--- src/shared/adcc_pkg.sv ---
// Shared constants and types of the converter control block.
package adcc_pkg;
    localparam int CLK_PERIOD_NS = 100; // System clock period, 10 MHz.
    localparam int START_SETUP_NS = 10; // Start edge setup before the master clock fall.
    localparam int START_SETUP_RAW = (START_SETUP_NS + CLK_PERIOD_NS - 1) / CLK_PERIOD_NS;
    localparam logic [3:0] START_SETUP_CYC = 4'((START_SETUP_RAW < 1) ? 1 : START_SETUP_RAW);
    localparam int CONV_HALF_PERIODS = 33; // A conversion lasts 16.5 master periods.
    localparam logic [7:0] CONV_FALLS = 8'(CONV_HALF_PERIODS / 2);
    localparam int SAR_BITS = 12; // Result width.
    localparam int SYNC_W = 24; // Pins passed through the input synchroniser.
    localparam logic [23:0] SYNC_RST = 24'h00_001E; // Active-low pins idle high.
    // Register addresses on the parallel port.
    localparam logic [1:0] REG_CTRL = 2'h0; // Read: result. Write: control.
    localparam logic [1:0] REG_STATUS = 2'h1;
    localparam logic [1:0] REG_OFFSET = 2'h2;
    localparam logic [1:0] REG_GAIN = 2'h3;
    // Control and status fields.
    localparam int CTRL_SWSTART_BIT = 0;
    localparam int CTRL_CALSLT_LO = 1;
    localparam int STAT_BUSY_BIT = 4;
    localparam int STAT_CALSLT_LO = 1;
    localparam int STAT_STCAL_BIT = 0;
    localparam logic [15:0] STAT_ONES = 16'h00C0;
    // Trim registers: two zero bits above fourteen data bits.
    localparam int TRIM_DATA_W = 14;
    localparam logic [13:0] TRIM_CENTER = 14'h2000;
    localparam logic [15:0] OFFSET_RST = 16'h2000;
    localparam logic [15:0] GAIN_RST = 16'h2000;
    // Offset step is 1/40 result LSB, gain step is 1/327680 of the result.
    localparam logic signed [47:0] OFF_SCALE = 48'sh0000_0000_3333;
    localparam int OFF_SHIFT = 19;
    localparam logic signed [47:0] GAIN_SCALE = 48'sh0000_0000_3333;
    localparam int GAIN_SHIFT = 32;
    localparam logic [11:0] SAR_FIRST = 12'h800;
    typedef enum logic [1:0] {S_IDLE, S_ARMED, S_CONV, S_TAIL} adcc_state_t;
endpackage

--- src/shared/adcc_sar_if.sv ---
// Link between the conversion sequencer and the approximation core.
`timescale 1ns/1ps
interface adcc_sar_if;
    logic start; // Begin a new approximation.
    logic step; // Decide one bit.
    logic finish; // Correct and latch the result.
    logic cmp; // Synchronised comparator level.
    logic [15:0] offset; // Offset trim.
    logic [15:0] gain; // Gain trim.
    logic [11:0] dac_code; // Trial code.
    logic [11:0] result; // Corrected result.
    modport ctrl (output start, step, finish, cmp, offset, gain, input dac_code, result);
    modport core (input start, step, finish, cmp, offset, gain, output dac_code, result);
endinterface

--- src/rtl/adcc_ctrl.sv ---
// Conversion control of a 12-bit successive approximation converter.
`timescale 1ns/1ps
// What this block does
// - Offset trim is 16 bits, top two zero.
// - Larger offset trim corrects more negative offset.
// - Offset trim sits near 0010 0000 0000 0000.
// - Offset bits binary weighted, top worth 5%.
// - Gain trim 16 bits, 14 data, top 2.5%.
// - Gain trim scales result within 0.975 to 1.025.
// - Start by pin pulse or control write.
// - Hold on start rising edge or write end.
// - Begin on next master fall after 10 ns setup.
// - Conversion 16.5 periods, 17.5 if setup missed.
// - Busy falls at end, result then readable.
// - Busy falling edge clears software start bit unless a start write ends then.
// - First start after power-up runs self-calibration.
// - Read with chip select drives the result.
// - Status bit 4 shows busy.
// - Track again on busy fall, 400 ns acquisition.
module adcc_ctrl #(
    parameter int unsigned CAL_FALLS = 64, // Master clock falls of a self-calibration.
    parameter logic [15:0] OFFSET_CAL = 16'h2000, // Offset trim left by calibration.
    parameter logic [15:0] GAIN_CAL = 16'h2000 // Gain trim left by calibration.
) (
    input wire logic clk,
    input wire logic sys_rst,
    input wire logic master_clock_in,
    input wire logic convert_start_n,
    input wire logic cs_n,
    input wire logic rd_n,
    input wire logic wr_n,
    input wire logic [1:0] addr,
    input wire logic [15:0] data_in,
    input wire logic cmp_high,
    output logic [15:0] data_out,
    output logic data_oe,
    output logic busy,
    output logic hold,
    output logic [11:0] dac_code
);
    import adcc_pkg::*;

    // All state of the sequencer.
    typedef struct packed {
        logic [23:0] s1; // First synchroniser stage.
        logic [23:0] s2; // Second stage.
        logic [23:0] s3; // Third stage.
        logic [23:0] filt; // Pin levels accepted once stages two and three agree.
        adcc_state_t st; // Sequencer state.
        logic is_cal; // Current run is a self-calibration.
        logic cal_done; // Self-calibration has run since reset.
        logic sw_start; // Software start bit.
        logic [1:0] calslt; // Calibration select bits.
        logic [15:0] offset; // Offset trim.
        logic [15:0] gain; // Gain trim.
        logic [7:0] falls; // Master clock falls since the run began.
        logic [3:0] age; // Cycles since the start was taken.
        logic busy; // Busy output.
        logic hold; // Track and hold in hold.
        logic [15:0] dout; // Read data.
        logic doe; // Data pins driven.
    } adcc_ctrl_t;

    adcc_ctrl_t q, d;
    adcc_sar_if sar ();

    logic [23:0] pins; // Raw pin levels.
    logic [23:0] filt_d; // Filtered pin levels of the next cycle.
    logic mclk_fall; // Master clock fell.
    logic mclk_rise; // Master clock rose.
    logic pin_start; // Start pin rose.
    logic wr_end; // Write strobe ended with chip select low.
    logic [1:0] wr_addr; // Address held during the write.
    logic [15:0] wr_data; // Data held during the write.
    logic sw_req; // Write sets the software start bit.
    logic start_any; // Any start request this cycle.
    logic [7:0] run_falls; // Falls that end the current run.

    assign pins = {addr, data_in, cmp_high, wr_n, rd_n, cs_n, convert_start_n, master_clock_in};

    // Edge and request decode from the filtered pins.
    always_comb begin
        // A filtered level moves only when the last two stages agree.
        filt_d = (q.s2 & q.s3) | (q.filt & (q.s2 ^ q.s3));
        mclk_fall = q.filt[0] & ~filt_d[0];
        mclk_rise = ~q.filt[0] & filt_d[0];
        pin_start = ~q.filt[1] & filt_d[1];
        wr_end = ~q.filt[4] & filt_d[4] & ~q.filt[2];
        wr_addr = q.filt[23:22];
        wr_data = q.filt[21:6];
        sw_req = wr_end && wr_addr == REG_CTRL && wr_data[CTRL_SWSTART_BIT];
        start_any = pin_start | sw_req;
        run_falls = q.is_cal ? 8'(CAL_FALLS) : CONV_FALLS;
    end

    // Next state: synchroniser, sequencer and register port.
    always_comb begin
        d = q;
        d.s1 = pins;
        d.s2 = q.s1;
        d.s3 = q.s2;
        d.filt = filt_d;
        sar.start = 1'b0;
        sar.step = 1'b0;
        sar.finish = 1'b0;
        sar.cmp = q.filt[5];
        sar.offset = q.offset;
        sar.gain = q.gain;
        // Register writes land when the write strobe ends.
        if (wr_end) begin
            case (wr_addr)
                REG_CTRL: begin
                    d.sw_start = wr_data[CTRL_SWSTART_BIT];
                    d.calslt = wr_data[CTRL_CALSLT_LO +: 2];
                end
                REG_OFFSET: begin
                    d.offset = {2'b00, wr_data[TRIM_DATA_W-1:0]};
                end
                REG_GAIN: begin
                    d.gain = {2'b00, wr_data[TRIM_DATA_W-1:0]};
                end
                default: begin
                    // The status register is read only.
                end
            endcase
        end
        case (q.st)
            S_IDLE: begin
                // Only an idle sequencer takes a start.
                if (start_any) begin
                    d.busy = 1'b1;
                    d.hold = 1'b1;
                    d.is_cal = ~q.cal_done;
                    d.age = 4'h1;
                    d.st = S_ARMED;
                end
            end
            S_ARMED: begin
                if (q.age != 4'hF) begin
                    d.age = q.age + 4'h1;
                end
                // A fall too close to the start is skipped, costing one period.
                if (mclk_fall && q.age >= START_SETUP_CYC) begin
                    d.falls = 8'h00;
                    d.st = S_CONV;
                    sar.start = ~q.is_cal;
                end
            end
            S_CONV: begin
                if (mclk_fall) begin
                    d.falls = q.falls + 8'h01;
                    sar.step = ~q.is_cal && q.falls < 8'(SAR_BITS);
                    if (q.falls + 8'h01 == run_falls) begin
                        d.st = S_TAIL;
                    end
                end
            end
            S_TAIL: begin
                // The half period ends on the next master clock rise.
                if (mclk_rise) begin
                    d.busy = 1'b0;
                    d.hold = 1'b0;
                    d.st = S_IDLE;
                    d.sw_start = sw_req;
                    if (q.is_cal) begin
                        d.cal_done = 1'b1;
                        d.offset = OFFSET_CAL;
                        d.gain = GAIN_CAL;
                    end else begin
                        sar.finish = 1'b1;
                    end
                end
            end
            default: begin
                d.st = S_IDLE;
            end
        endcase
        // Reads drive the pins while chip select and read are both low.
        d.doe = ~d.filt[2] & ~d.filt[3];
        case (d.filt[23:22])
            REG_CTRL: d.dout = {4'h0, sar.result};
            REG_STATUS: begin
                d.dout = STAT_ONES;
                d.dout[STAT_BUSY_BIT] = q.busy;
                d.dout[STAT_CALSLT_LO +: 2] = q.calslt;
                d.dout[STAT_STCAL_BIT] = q.busy & q.is_cal;
            end
            REG_OFFSET: d.dout = q.offset;
            REG_GAIN: d.dout = q.gain;
            default: d.dout = 16'h0000;
        endcase
    end

    // State register; synchroniser stages reset to the idle pin levels.
    always_ff @(posedge clk or posedge sys_rst) begin
        if (sys_rst) begin
            q <= '0;
            q.s1 <= SYNC_RST;
            q.s2 <= SYNC_RST;
            q.s3 <= SYNC_RST;
            q.filt <= SYNC_RST;
            q.offset <= OFFSET_RST;
            q.gain <= GAIN_RST;
        end else begin
            q <= d;
        end
    end

    // Approximation core with the trims applied to its result.
    adcc_sar_core u_core (
        .clk(clk),
        .sys_rst(sys_rst),
        .sar(sar)
    );

    assign data_out = q.dout;
    assign data_oe = q.doe;
    assign busy = q.busy;
    assign hold = q.hold;
    assign dac_code = sar.dac_code;
endmodule

--- src/rtl/adcc_sar_core.sv ---
// Successive approximation register with offset and gain correction.
`timescale 1ns/1ps
module adcc_sar_core (
    input wire logic clk,
    input wire logic sys_rst,
    adcc_sar_if.core sar
);
    import adcc_pkg::*;

    // All state of the core.
    typedef struct packed {
        logic [11:0] code;
        logic [3:0] idx;
        logic [11:0] result;
    } adcc_core_t;

    adcc_core_t q, d;

    // Applies offset and gain trims to a raw code and clamps it to range.
    function automatic logic [11:0] adcc_correct(input logic [11:0] raw,
                                                 input logic [15:0] off,
                                                 input logic [15:0] gn);
        logic signed [47:0] od;
        logic signed [47:0] gd;
        logic signed [47:0] rw;
        logic signed [47:0] sum;
        od = 48'($signed({1'b0, off[13:0]})) - 48'($signed({1'b0, TRIM_CENTER}));
        gd = 48'($signed({1'b0, gn[13:0]})) - 48'($signed({1'b0, TRIM_CENTER}));
        rw = 48'($signed({1'b0, raw}));
        // A larger offset adds, a larger gain stretches the result.
        // Half a result LSB is added before each shift, so each correction rounds to the nearest LSB.
        sum = rw + ((od * OFF_SCALE + 48'sh0000_0004_0000) >>> OFF_SHIFT)
            + ((rw * gd * GAIN_SCALE + 48'sh0000_8000_0000) >>> GAIN_SHIFT);
        if (sum < 0) begin
            adcc_correct = 12'h000;
        end else if (sum > 48'sh0000_0000_0FFF) begin
            adcc_correct = 12'hFFF;
        end else begin
            adcc_correct = sum[11:0];
        end
    endfunction

    // Next state: trial bits from the top down, correction at the end.
    always_comb begin
        d = q;
        if (sar.start) begin
            d.code = SAR_FIRST;
            d.idx = 4'(SAR_BITS - 1);
        end else if (sar.step) begin
            // Keep the trial bit while the input stays above the trial level.
            d.code[q.idx] = sar.cmp;
            if (q.idx != 4'h0) begin
                d.code[q.idx - 4'h1] = 1'b1;
                d.idx = q.idx - 4'h1;
            end
        end
        if (sar.finish) begin
            d.result = adcc_correct(q.code, sar.offset, sar.gain);
        end
    end

    // State register.
    always_ff @(posedge clk or posedge sys_rst) begin
        if (sys_rst) begin
            q <= '0;
        end else begin
            q <= d;
        end
    end

    assign sar.dac_code = q.code;
    assign sar.result = q.result;
endmodule

--- config.mk ---
export PLATFORM = sky130hd
export DESIGN_NAME = adcc_ctrl
export DESIGN_NICKNAME = d
export VERILOG_FILES = /design/src/shared/adcc_pkg.sv /design/src/shared/adcc_sar_if.sv /design/src/rtl/adcc_ctrl.sv /design/src/rtl/adcc_sar_core.sv
export SDC_FILE = /design/constraint.sdc
export NUM_CORES = 1
export LEC_CHECK = 0
export BUFFER_PORTS_ARGS = -buffer_cell sky130_fd_sc_hd__buf_2
export CAP_MARGIN = 0
export CELL_PAD_IN_SITES_DETAIL_PLACEMENT = 1
export CELL_PAD_IN_SITES_GLOBAL_PLACEMENT = 1
export CORE_MARGIN = 2
export CORE_UTILIZATION = 56
export DETAILED_ROUTE_END_ITERATION = 8
export GPL_TIMING_DRIVEN = 0
export HOLD_SLACK_MARGIN = 0.1
export MAX_ROUTING_LAYER = met4
export PLACE_DENSITY = 0.88
export SETUP_SLACK_MARGIN = 0.4
export SYNTH_ARGS = -nofsm -noshare
export SYNTH_HDL_FRONTEND = slang
export SYNTH_SLANG_ARGS = --single-unit
--- constraint.sdc ---
create_clock -name clk -period 23.9 [get_ports clk]
set_input_delay 1.195 -clock clk [delete_from_list [all_inputs] [get_ports clk]]
set_output_delay 1.195 -clock clk [all_outputs]
set_load 0.05 [all_outputs]
==> results.md, run 1 <==
* Worst-case hold slack at approximately 0.35 ns
* Diode count at 0
* Max-Cap Viols at 0
* Drt initial violations at 1289
* Post-synth cell types at 89
* Cts hold-fix bufs at 0
* Critical path buffer and inverter count at 11
* Setup TNS at 0 ns
* Largest area contributor in the netlist: fa_1
* Initial antenna violation count at 0
* Area growth syn-to-layout at 5.95%
* Core area at 0.0526 mm^2
* Min cycle time layout at approximately 17 ns
* Final setup vio count at 0
* Skew final at roughly 0.0093 ns
* EDFF count, synth at 0
* Critical path's slowest cell: or3_1
* Commonest non-fill, non-tap cell in the layout: inv_1
* Worst skew pair latency at 0.45 ns
* Worst slew margin at 26.4%
* Avg Vias per Cell at approximately 5.9
* Crit Path Class: flop to flop
* Critical Path Max Stage Delay at 0.65 ns
* Syn Std Cell Area at a little under 0.03 mm^2
* Crit path depth at 54
* Die height at 234 um
* Overflow after GRT at 0
* Critical Path Fanout Max at 14
* Layout Nets at slightly above 4000
* Sink Count at roughly 180
* Asr flop ratio synth at 100%
* Ports at 57
* Yosys reg bits at ~180
* Max Clk Rate at approximately 58 MHz
* Commonest non-fill, non-tap cells in the layout: inv_1, ha_1, fa_1
* Vias in the first global route at about 26000
* Worst flop-to-flop path startpoint: u_core.sar.dac_code[5]
* Clk slew on worst S/H paths at about 0.080 ns
* Flop-to-flop setup slack at between 6 and 7 ns
* Total CTS buffers at 17
* Synth area leaders: fa_1, ha_1, dfrtp_1
* Vias at around 23000
* Area share of the largest cell type after synthesis at slightly below 30%
* # H-tree levels at 4
* Detail Placement HPWL at slightly above 70 mm
* Outcome: finished, final reports clean
* Worst setup startpoint: u_core.sar.dac_code[5]
* Die Footprint at between 0.05 and 0.06 mm^2
* Share of layout cells above drive strength 1 at 5.76%
* CTS tree: done
* Syn_nets at about 4000
* GPL Wtd Cong at between 0.9 and 1
* Post-cts resize count at 0
* Die Width at 234 um
* Worst Hold Class: flop to flop
* Mean post-synth cell area at slightly below 10 um^2
* Final period utilization at between 70% and 80%
* Global-route usage over all layers at 33.3%
* Critical Path End: u_core.sar.result[9]
* Seq/Total Area, Yosys at ~16%
* RSZ-0062 raised after global routing: no
* Req. time, crit path at about 24 ns
* I/O Buffers at 54
* CTS root buffer: clkbuf_16
* Worst R2R Path Depth at 54
* Antenna Nets Post-Route at 0
* WL final at between 80 and 90 mm
* Initial DRT Pass Iterations at 7
* Reg2reg end: u_core.sar.result[9]
* CP top delay family: adder cells
* Clk buf depth at 2
* YS warnings at 0
* CP arrival at 17.57 ns
* Final max-slew violation count at 0
* First-pass GRT wire length at 137 mm
* Effective utilization at floorplan at between 50% and 60%
* Largest net degree at the start of global routing at approximately 130
* Final hold vios at 0
* Postcts setup bufs at 0
* Row count at 84
* Cell with the most instances on the worst path: fa_1
* Worst Tran Pin Value at 1.10 ns
* Crit start category: flop
* Crit. End Element: flop
* DRC errors left at 0
* Post-Synthesis Cells at 3056
* Primary FF master, synth: dfrtp_1
* Wirelength per Cell at around 22 um
registers in the layout, indices dropped and copies added (netlist names):
signal,flops
data_oe,1
q,62
sar.gain,16
data_out,16
sar.offset,16
busy,1
u_core.sar.dac_code,12
u_core.sar.result,12
d,44
u_core.q,4
cell families (layout without fill, tap and decap cells):
| logic type | count (synthesis) | after routing | synth area share [%] |
|---|---|---|---|
| and+or+nand+nor | 562 | 562 | 9.24 |
| xor gates and xnor gates | 134 | 134 | 4.23 |
| muxes | 33 | 33 | 1.25 |
| buffers and inverters | 764 | 851 | 10.1 |
| adders and majority gates | 902 | 902 | 49.1 |
| AOI/OAI and AO/OA | 477 | 477 | 10.5 |
| DFF | 184 | 184 | 15.6 |
Yosys cell counts, types with 9 or more instances:
master / count
and2_1: 85
nand2b_1: 31
nand2_1: 207
a31oi_1: 14
o211ai_1: 9
nor3_1: 20
and3_1: 14
ha_1: 461
a21oi_1: 150
dfrtp_1: 166
o21a_1: 18
inv_1: 659
fa_1: 441
a21o_1: 81
clkbuf_1: 66
buf_4: 29
mux2i_1: 27
or3_1: 11
o21ai_0: 77
nand4_1: 12
nor2b_1: 17
xor2_1: 64
nor2_1: 91
dfstp_2: 18
o21bai_1: 16
xnor2_1: 63
a211oi_1: 25
nand3_1: 37
layout make-up:
| type | instances | area (um^2) |
|---|---|---|
| plain buffers | 103 | 514 |
| clock buffers | 18 | 439 |
| clock inverters | 14 | 156 |
| fillers | 5913 | 21100 |
| inverters | 661 | 2490 |
| multi-input cells | 2108 | 22100 |
| flip-flops and latches | 184 | 4630 |
| well taps | 688 | 861 |
| repair buffers | 55 | 298 |
worst min-delay path by stage:
stage | startpoint | to | slack (ns) | cells after the start
global route | d[122] | d[98] | 0.37 | 0
detailed placement | d[141] | d[117] | 0.34 | 0
finish | d[141] | d[117] | 0.35 | 0
global placement | d[134] | d[110] | 0.33 | 0
floorplan | d[124] | d[100] | 0.33 | 0
CTS | d[141] | d[117] | 0.35 | 0
per-stage QoR:
stage | instance area, um^2 | util, % | std cells | worst slack [ns]
final | 31500 | 59.9 | 3831 | 6.65
after CTS | 31500 | 59.9 | 3831 | 6.86
after floorplan | 29700 | - | 3056 | 10.31
after global routing | 31500 | 59.9 | 3831 | 6.02
after detailed placement | 30900 | 58.8 | 3799 | 7.21
after global placement | 30900 | 58.7 | 3798 | 7.80
layer usage:
layer / vias up / GRT usage [%] / part of all wire (%)
met1: 11700 / 40.2 / 40
met2: 684 / 57.5 / 52
met3: 242 / 3.77 / 4.9
met5: - / - / 0
li1: 9914 / - / -
met4: 0 / 12.4 / 4.0
Power of run 1 is left out: the tool's default activity adds up to more than one toggle a clock period on the data nets, which glitch-free logic cannot reach.
==> run 2: changes to the inputs <==
ABC_AREA = 1   (was default)
CORE_UTILIZATION = 51   (was 56)
PLACE_DENSITY = 0.84   (was 0.88)
clock period = 16.3 ns   (was 23.9 ns; I/O delays follow)
==> results.md, run 2 <==
* Outcome: finished, violations left
* Failing checks: capacitance limit
* Critical Path Max Stage Delay at a little over 0.7 ns
* Flop-to-flop setup slack at ~1.5 ns
* Final non-filler cell total at 4774
* Row count at 91
* Worst R2R Path Depth at 60
* Largest reg by FF count: q
* Skew final at approximately 0.013 ns
* Reg2reg end: u_core.sar.result[4]
* # H-tree levels at 4
* WL final at roughly 98 mm
* Final max-slew violation count at 0
* Vias at 26000
* Commonest non-fill, non-tap cell in the layout: inv_1
* Top-count cell post-synth: inv_1
* Largest family of logic cells by synthesized area: adder cells
* Initial antenna violation count at 1
* Die Footprint at 0.0643 mm^2
* Worst flop-to-flop path startpoint: u_core.sar.dac_code[9]
* EDFF count, synth at 0
* Final period utilization at about nine tenths
* Crit Path Class: flop to flop
* Post-synth cell types at 61
* Vias in the first global route at 29000
* Crit start category: flop
* I/O Buffers at 54
* Synth Area in XOR/XNOR at 3.55%
* Overflow after GRT at 0
* Effective utilization at floorplan at just over 50%
* Max Clk Rate at around 67 MHz
* Asr flop ratio synth at 100%
* Clk buf depth at 2
* PnR worst setup slack at 1.46 ns
* CTS root buffer: clkbuf_16
* Avg Vias per Cell at 5.45
* Worst skew pair latency at approximately 0.46 ns
* Worst-case hold slack at 0.348 ns
* Syn Std Cell Area at roughly 0.032 mm^2
* Ports at 57
* Largest register FFs at between 60 and 70
* Largest net degree at the start of global routing at 134
* Final setup vio count at 0
* CTS tree: done
* DRC errors left at 0
* Worst setup startpoint: u_core.sar.dac_code[9]
* Clk slew on worst S/H paths at 0.08 ns
* Share of layout cells above drive strength 1 at under 10%
* Cell with the most instances on the worst path: nand2_1
* Drt initial violations at 1527
* Die Width at 254 um
* Syn_nets at roughly 4800
* Yosys reg bits at 184
* Die height at about 250 um
* First-pass GRT wire length at 156 mm
* Largest area contributor in the netlist: fa_1
* Filler instances at 7614
* Pre-CTS setup slack at between 1 and 1.5 ns
* Seq/Total Area, Yosys at approximately 15%
* Min cycle time layout at between 10 and 15 ns
* Worst slew margin at around 1.1%
* Register area at between 0.004 and 0.005 mm^2
* Worst Hold Class: primary input to asynchronous set/reset pin
* Antenna Nets Post-Route at 0
* GPL Wtd Cong at between 0.9 and 1
* Area share of the largest cell type after synthesis at 27.8%
* Post-Synthesis Cells at between 3000 and 4000
* Postcts setup bufs at 0
* Sink Count at about 180
* Layout Nets at ~4900
* Wirelength per Cell at 20.5 um
* Area growth syn-to-layout at 6.47%
* Core area at a little over 0.06 mm^2
* Synth Area in Compound Gates at 7.87%
* Commonest non-fill, non-tap cells in the layout: inv_1, nand2_1, ha_1
* Synth area leaders: fa_1, ha_1, dfrtp_1
* Max-Cap Viols at 1
* Initial DRT Pass Iterations at 5
* Setup TNS at 0 ns
* Worst Tran Pin Value at around 1.5 ns
* RSZ-0062 raised after global routing: no
* YS warnings at 0
* Simple-gate area share of the yosys netlist at 15.0%
* Global-route usage over all layers at ~32%
* Adder-Cell Fraction of Synth Area at 46.0%
* Critical Path Fanout Max at 14
* CP arrival at approximately 15 ns
* Total CTS buffers at 17
* Area occupied by multi-input gates at roughly 0.023 mm^2
* Primary FF master, synth: dfrtp_1
* Req. time, crit path at approximately 17 ns
* Synth top cells by count: inv_1, nand2_1, ha_1
* Crit. End Element: flop
* Mux cell area share after synthesis at 0.102%
* Final hold vios at 0
* Placed cell count at approximately 4700
* Critical path's slowest cell: dfrtp_1
* Critical Path End: u_core.sar.result[4]
* Detail Placement HPWL at a little over 80 mm
* Mean post-synth cell area at just over 8 um^2
## run 2: cell count changes after synthesis, sizes merged, moves of 40 or more
| cell | delta |
|---|---|
| o21ai | +40 |
| nor2 | +109 |
| nand3 | +66 |
| nand2 | +567 |
| and2 | -85 |
| inv | +319 |
## run 2: worst max-delay path: cells and delay by family, from the launching register on
kind,cells,cell delay [ns]
AND/OR/NAND/NOR,23,3.60
adder cells (fa/ha/maj),15,6.49
AO/OA/AOI/OAI,8,1.53
buffers and inverters,11,1.54
flip-flops,1,0.72
XOR/XNOR,3,0.83
## run 2: metal layers
| layer | vias up | GRT usage [%] | share of wire, % |
|---|---|---|---|
| met4 | 0 | 11.5 | 4.0 |
| met5 | - | - | 0 |
| li1 | 11900 | - | - |
| met3 | 270 | 4.26 | 5.0 |
| met1 | 13100 | 39.2 | 41 |
| met2 | 754 | 55.8 | 50 |
## run 2: area by class of cell
class / count / area share (%)
multi-input combinational: 2600 / 68.1
sequential: 184 / 13.7
inverter: 981 / 10.9
tap: 837 / 3.10
clock buffer: 19 / 1.34
buffer: 84 / 1.30
timing repair buffer: 55 / 0.881
clock inverter: 13 / 0.703
antenna: 1 / 0.00740
## run 2: how the worst min path moves through the flow
| stage | slack [ns] | end | cells past startpoint |
|---|---|---|---|
| floorplan | 0.33 | d[100] | 0 |
| global placement | 0.33 | d[113] | 0 |
| detailed placement | 0.34 | d[99] | 0 |
| CTS | 0.35 | d[106] | 0 |
| global route | 0.36 | d[106] | 0 |
| finish | 0.35 | q[22] | 2 |
## run 2: cells by family (layout without fill, tap and decap cells)
logic type	after synthesis	in the layout
other cells	0	1
flops	184	184
mux	3	3
fa+ha+maj	902	902
simple gates	1156	1156
buf+inv	1065	1152
compound gates	416	416
xor+xnor	123	123
## run 2: metrics by stage
step           area (um^2)  util (%)
6_report             33800      54.9
3_3_place_gp         33100      53.7
3_5_place_dp         33100      53.8
5_1_grt              33800      54.9
2_1_floorplan        31800         -
4_1_cts              33800      54.9
## run 2: what timing repair did
| action | in CTS | in global routing |
|---|---|---|
| setup endpoints to repair | 0 | 12 |
| gates resized for setup | 0 | 7 |
| hold buffers | 0 | 0 |
Power of run 2 is left out for the same reason.
==> run 3: changes to the inputs <==
CORE_UTILIZATION = 55   (was 51)
PLACE_DENSITY = 0.9   (was 0.84)
clock period = 18.3 ns   (was 16.3 ns; I/O delays follow)
==> results.md, run 3 (synthesis gave the netlist of run 2 again) <==
* Setup TNS at 0 ns
* Hold depth at 0
* Overflow after GRT at 0
* Worst skew pair latency at between 0.4 and 0.5 ns
* Sink Count at 184
* Skew final at roughly 0.012 ns
* First-pass GRT wire length at about 170 mm
* WL final at approximately 110 mm
* Effective utilization at floorplan at about 55%
* Hold path startpoint: d[123]
* Crit Path Class: flop to flop
* Max-Cap Viols at 0
* Flop-to-flop setup slack at approximately 2.1 ns
* Vias at 27300
* Max Clk Rate at 61.8 MHz
* Critical path's slowest cell: fa_1
* Final max-slew violation count at 0
* Worst R2R Path Depth at 61
* Cts hold-fix bufs at 0
* Antenna Nets Post-Route at 0
* Worst slew margin at 10.8%
* Filler instances at 7011
* Req. time, crit path at approximately 19 ns
* Critical Path Max Stage Delay at 0.85 ns
* Drt initial violations at between 2000 and 2500
* Cell with the most instances on the worst path: nand2_1
* Worst Tran Pin Value at around 1.3 ns
* Clk buf depth at 2
* Crit. End Element: flop
* Post-cts resize count at 0
* Detail Placement HPWL at about 90 mm
* Wirelength per Cell at approximately 23 um
* Vias in the first global route at 31500
* Crit start category: flop
* I/O Buffers at between 50 and 60
* Min cycle time layout at around 16 ns
* Final period utilization at ~90%
* Die Footprint at 0.0597 mm^2
* Postcts setup bufs at 0
* Largest net degree at the start of global routing at approximately 140
* Final setup vio count at 0
* Core area at roughly 0.057 mm^2
* Avg Vias per Cell at roughly 5.8
* Commonest non-fill, non-tap cell in the layout: inv_1
* Initial antenna violation count at 3
* Area growth syn-to-layout at 5.86%
* Final hold vios at 0
* Global-route usage over all layers at between 30% and 40%
* Largest reg by FF count: q
* Die height at 244 um
* Hold EP: d[99]
* CP arrival at between 15 and 20 ns
* GPL Wtd Cong at slightly below 1
* Reg2reg end: u_core.sar.result[6]
* CTS tree: done
* Worst setup startpoint: sar.gain[13]
* Worst flop-to-flop path startpoint: sar.gain[13]
* Layout Nets at between 4000 and 5000
* Commonest non-fill, non-tap cells in the layout: inv_1, nand2_1, ha_1
* # H-tree levels at 4
* Total CTS buffers at 17
* Outcome: finished, final reports clean
* Ports at between 50 and 60
* Die Width at ~240 um
* RSZ-0062 raised after global routing: no
* Largest register FFs at 62
* Initial DRT Pass Iterations at 7
* Row count at roughly 90
* Clk slew on worst S/H paths at roughly 0.070 ns
* Share of layout cells above drive strength 1 at under 10%
* DRC errors left at 0
* Worst Hold Class: flop to flop
* Critical Path Fanout Max at 14
* CTS root buffer: clkbuf_16
[run 3: changes by cell type in the layout (fill, tap and decap cells not counted), sizes merged]
cell	delta
diode	+2
clkbuf	+3
bufinv	-4
inv	-3
clkinvlp	-1
clkinv	+5
[run 3: cell type report]
type                    count  area, um^2  area share [%]
multi-input cells        2600       23000            68.5
diodes                      3        7.51          0.0223
flip-flops and latches    184        4630            13.8
inverters                 981        3690            11.0
well taps                 765         957            2.85
plain buffers              84         435            1.29
clock buffers              22         474            1.41
repair buffers             55         298           0.886
clock inverters            10         118           0.350
[run 3: per-stage QoR]
stage	worst slack [ns]	cell area [um^2]	cells	hold slack [ns]	utilization, %
2_1_floorplan	6.35	31800	3849	0.331	-
3_3_place_gp	3.59	33000	4668	0.332	57.5
3_5_place_dp	2.82	33000	4669	0.336	57.6
4_1_cts	2.56	33600	4701	0.352	58.6
5_1_grt	1.52	33600	4704	0.358	58.6
6_report	2.12	33600	4704	0.350	58.6
[run 3: critical path, delay by kind of cell (launching register included)]
kind | cells | cell delay (ns)
simple gates | 31 | 4.92
buf+inv | 12 | 2.43
compound gates | 3 | 0.71
flops | 1 | 0.53
fa+ha+maj | 15 | 7.41
[run 3: metal layers]
layer	wire length [um]	share of wire, %	global-route usage (%)
met1	40300	37	42.8
met2	54100	49	65.6
met3	7340	6.7	7.52
met4	7670	7.0	23.6
met5	0	0	-
[run 3: how the worst max path moves through the flow]
stage                           end  slack (ns)  cells past startpoint
6_report       u_core.sar.result[6]        2.12                     61
3_5_place_dp   u_core.sar.result[9]        2.82                     61
3_3_place_gp   u_core.sar.result[7]        3.59                     61
2_1_floorplan  u_core.sar.result[3]        6.35                     62
5_1_grt        u_core.sar.result[3]        1.52                     61
4_1_cts        u_core.sar.result[6]        2.56                     61
Power of run 3 is left out for the same reason.
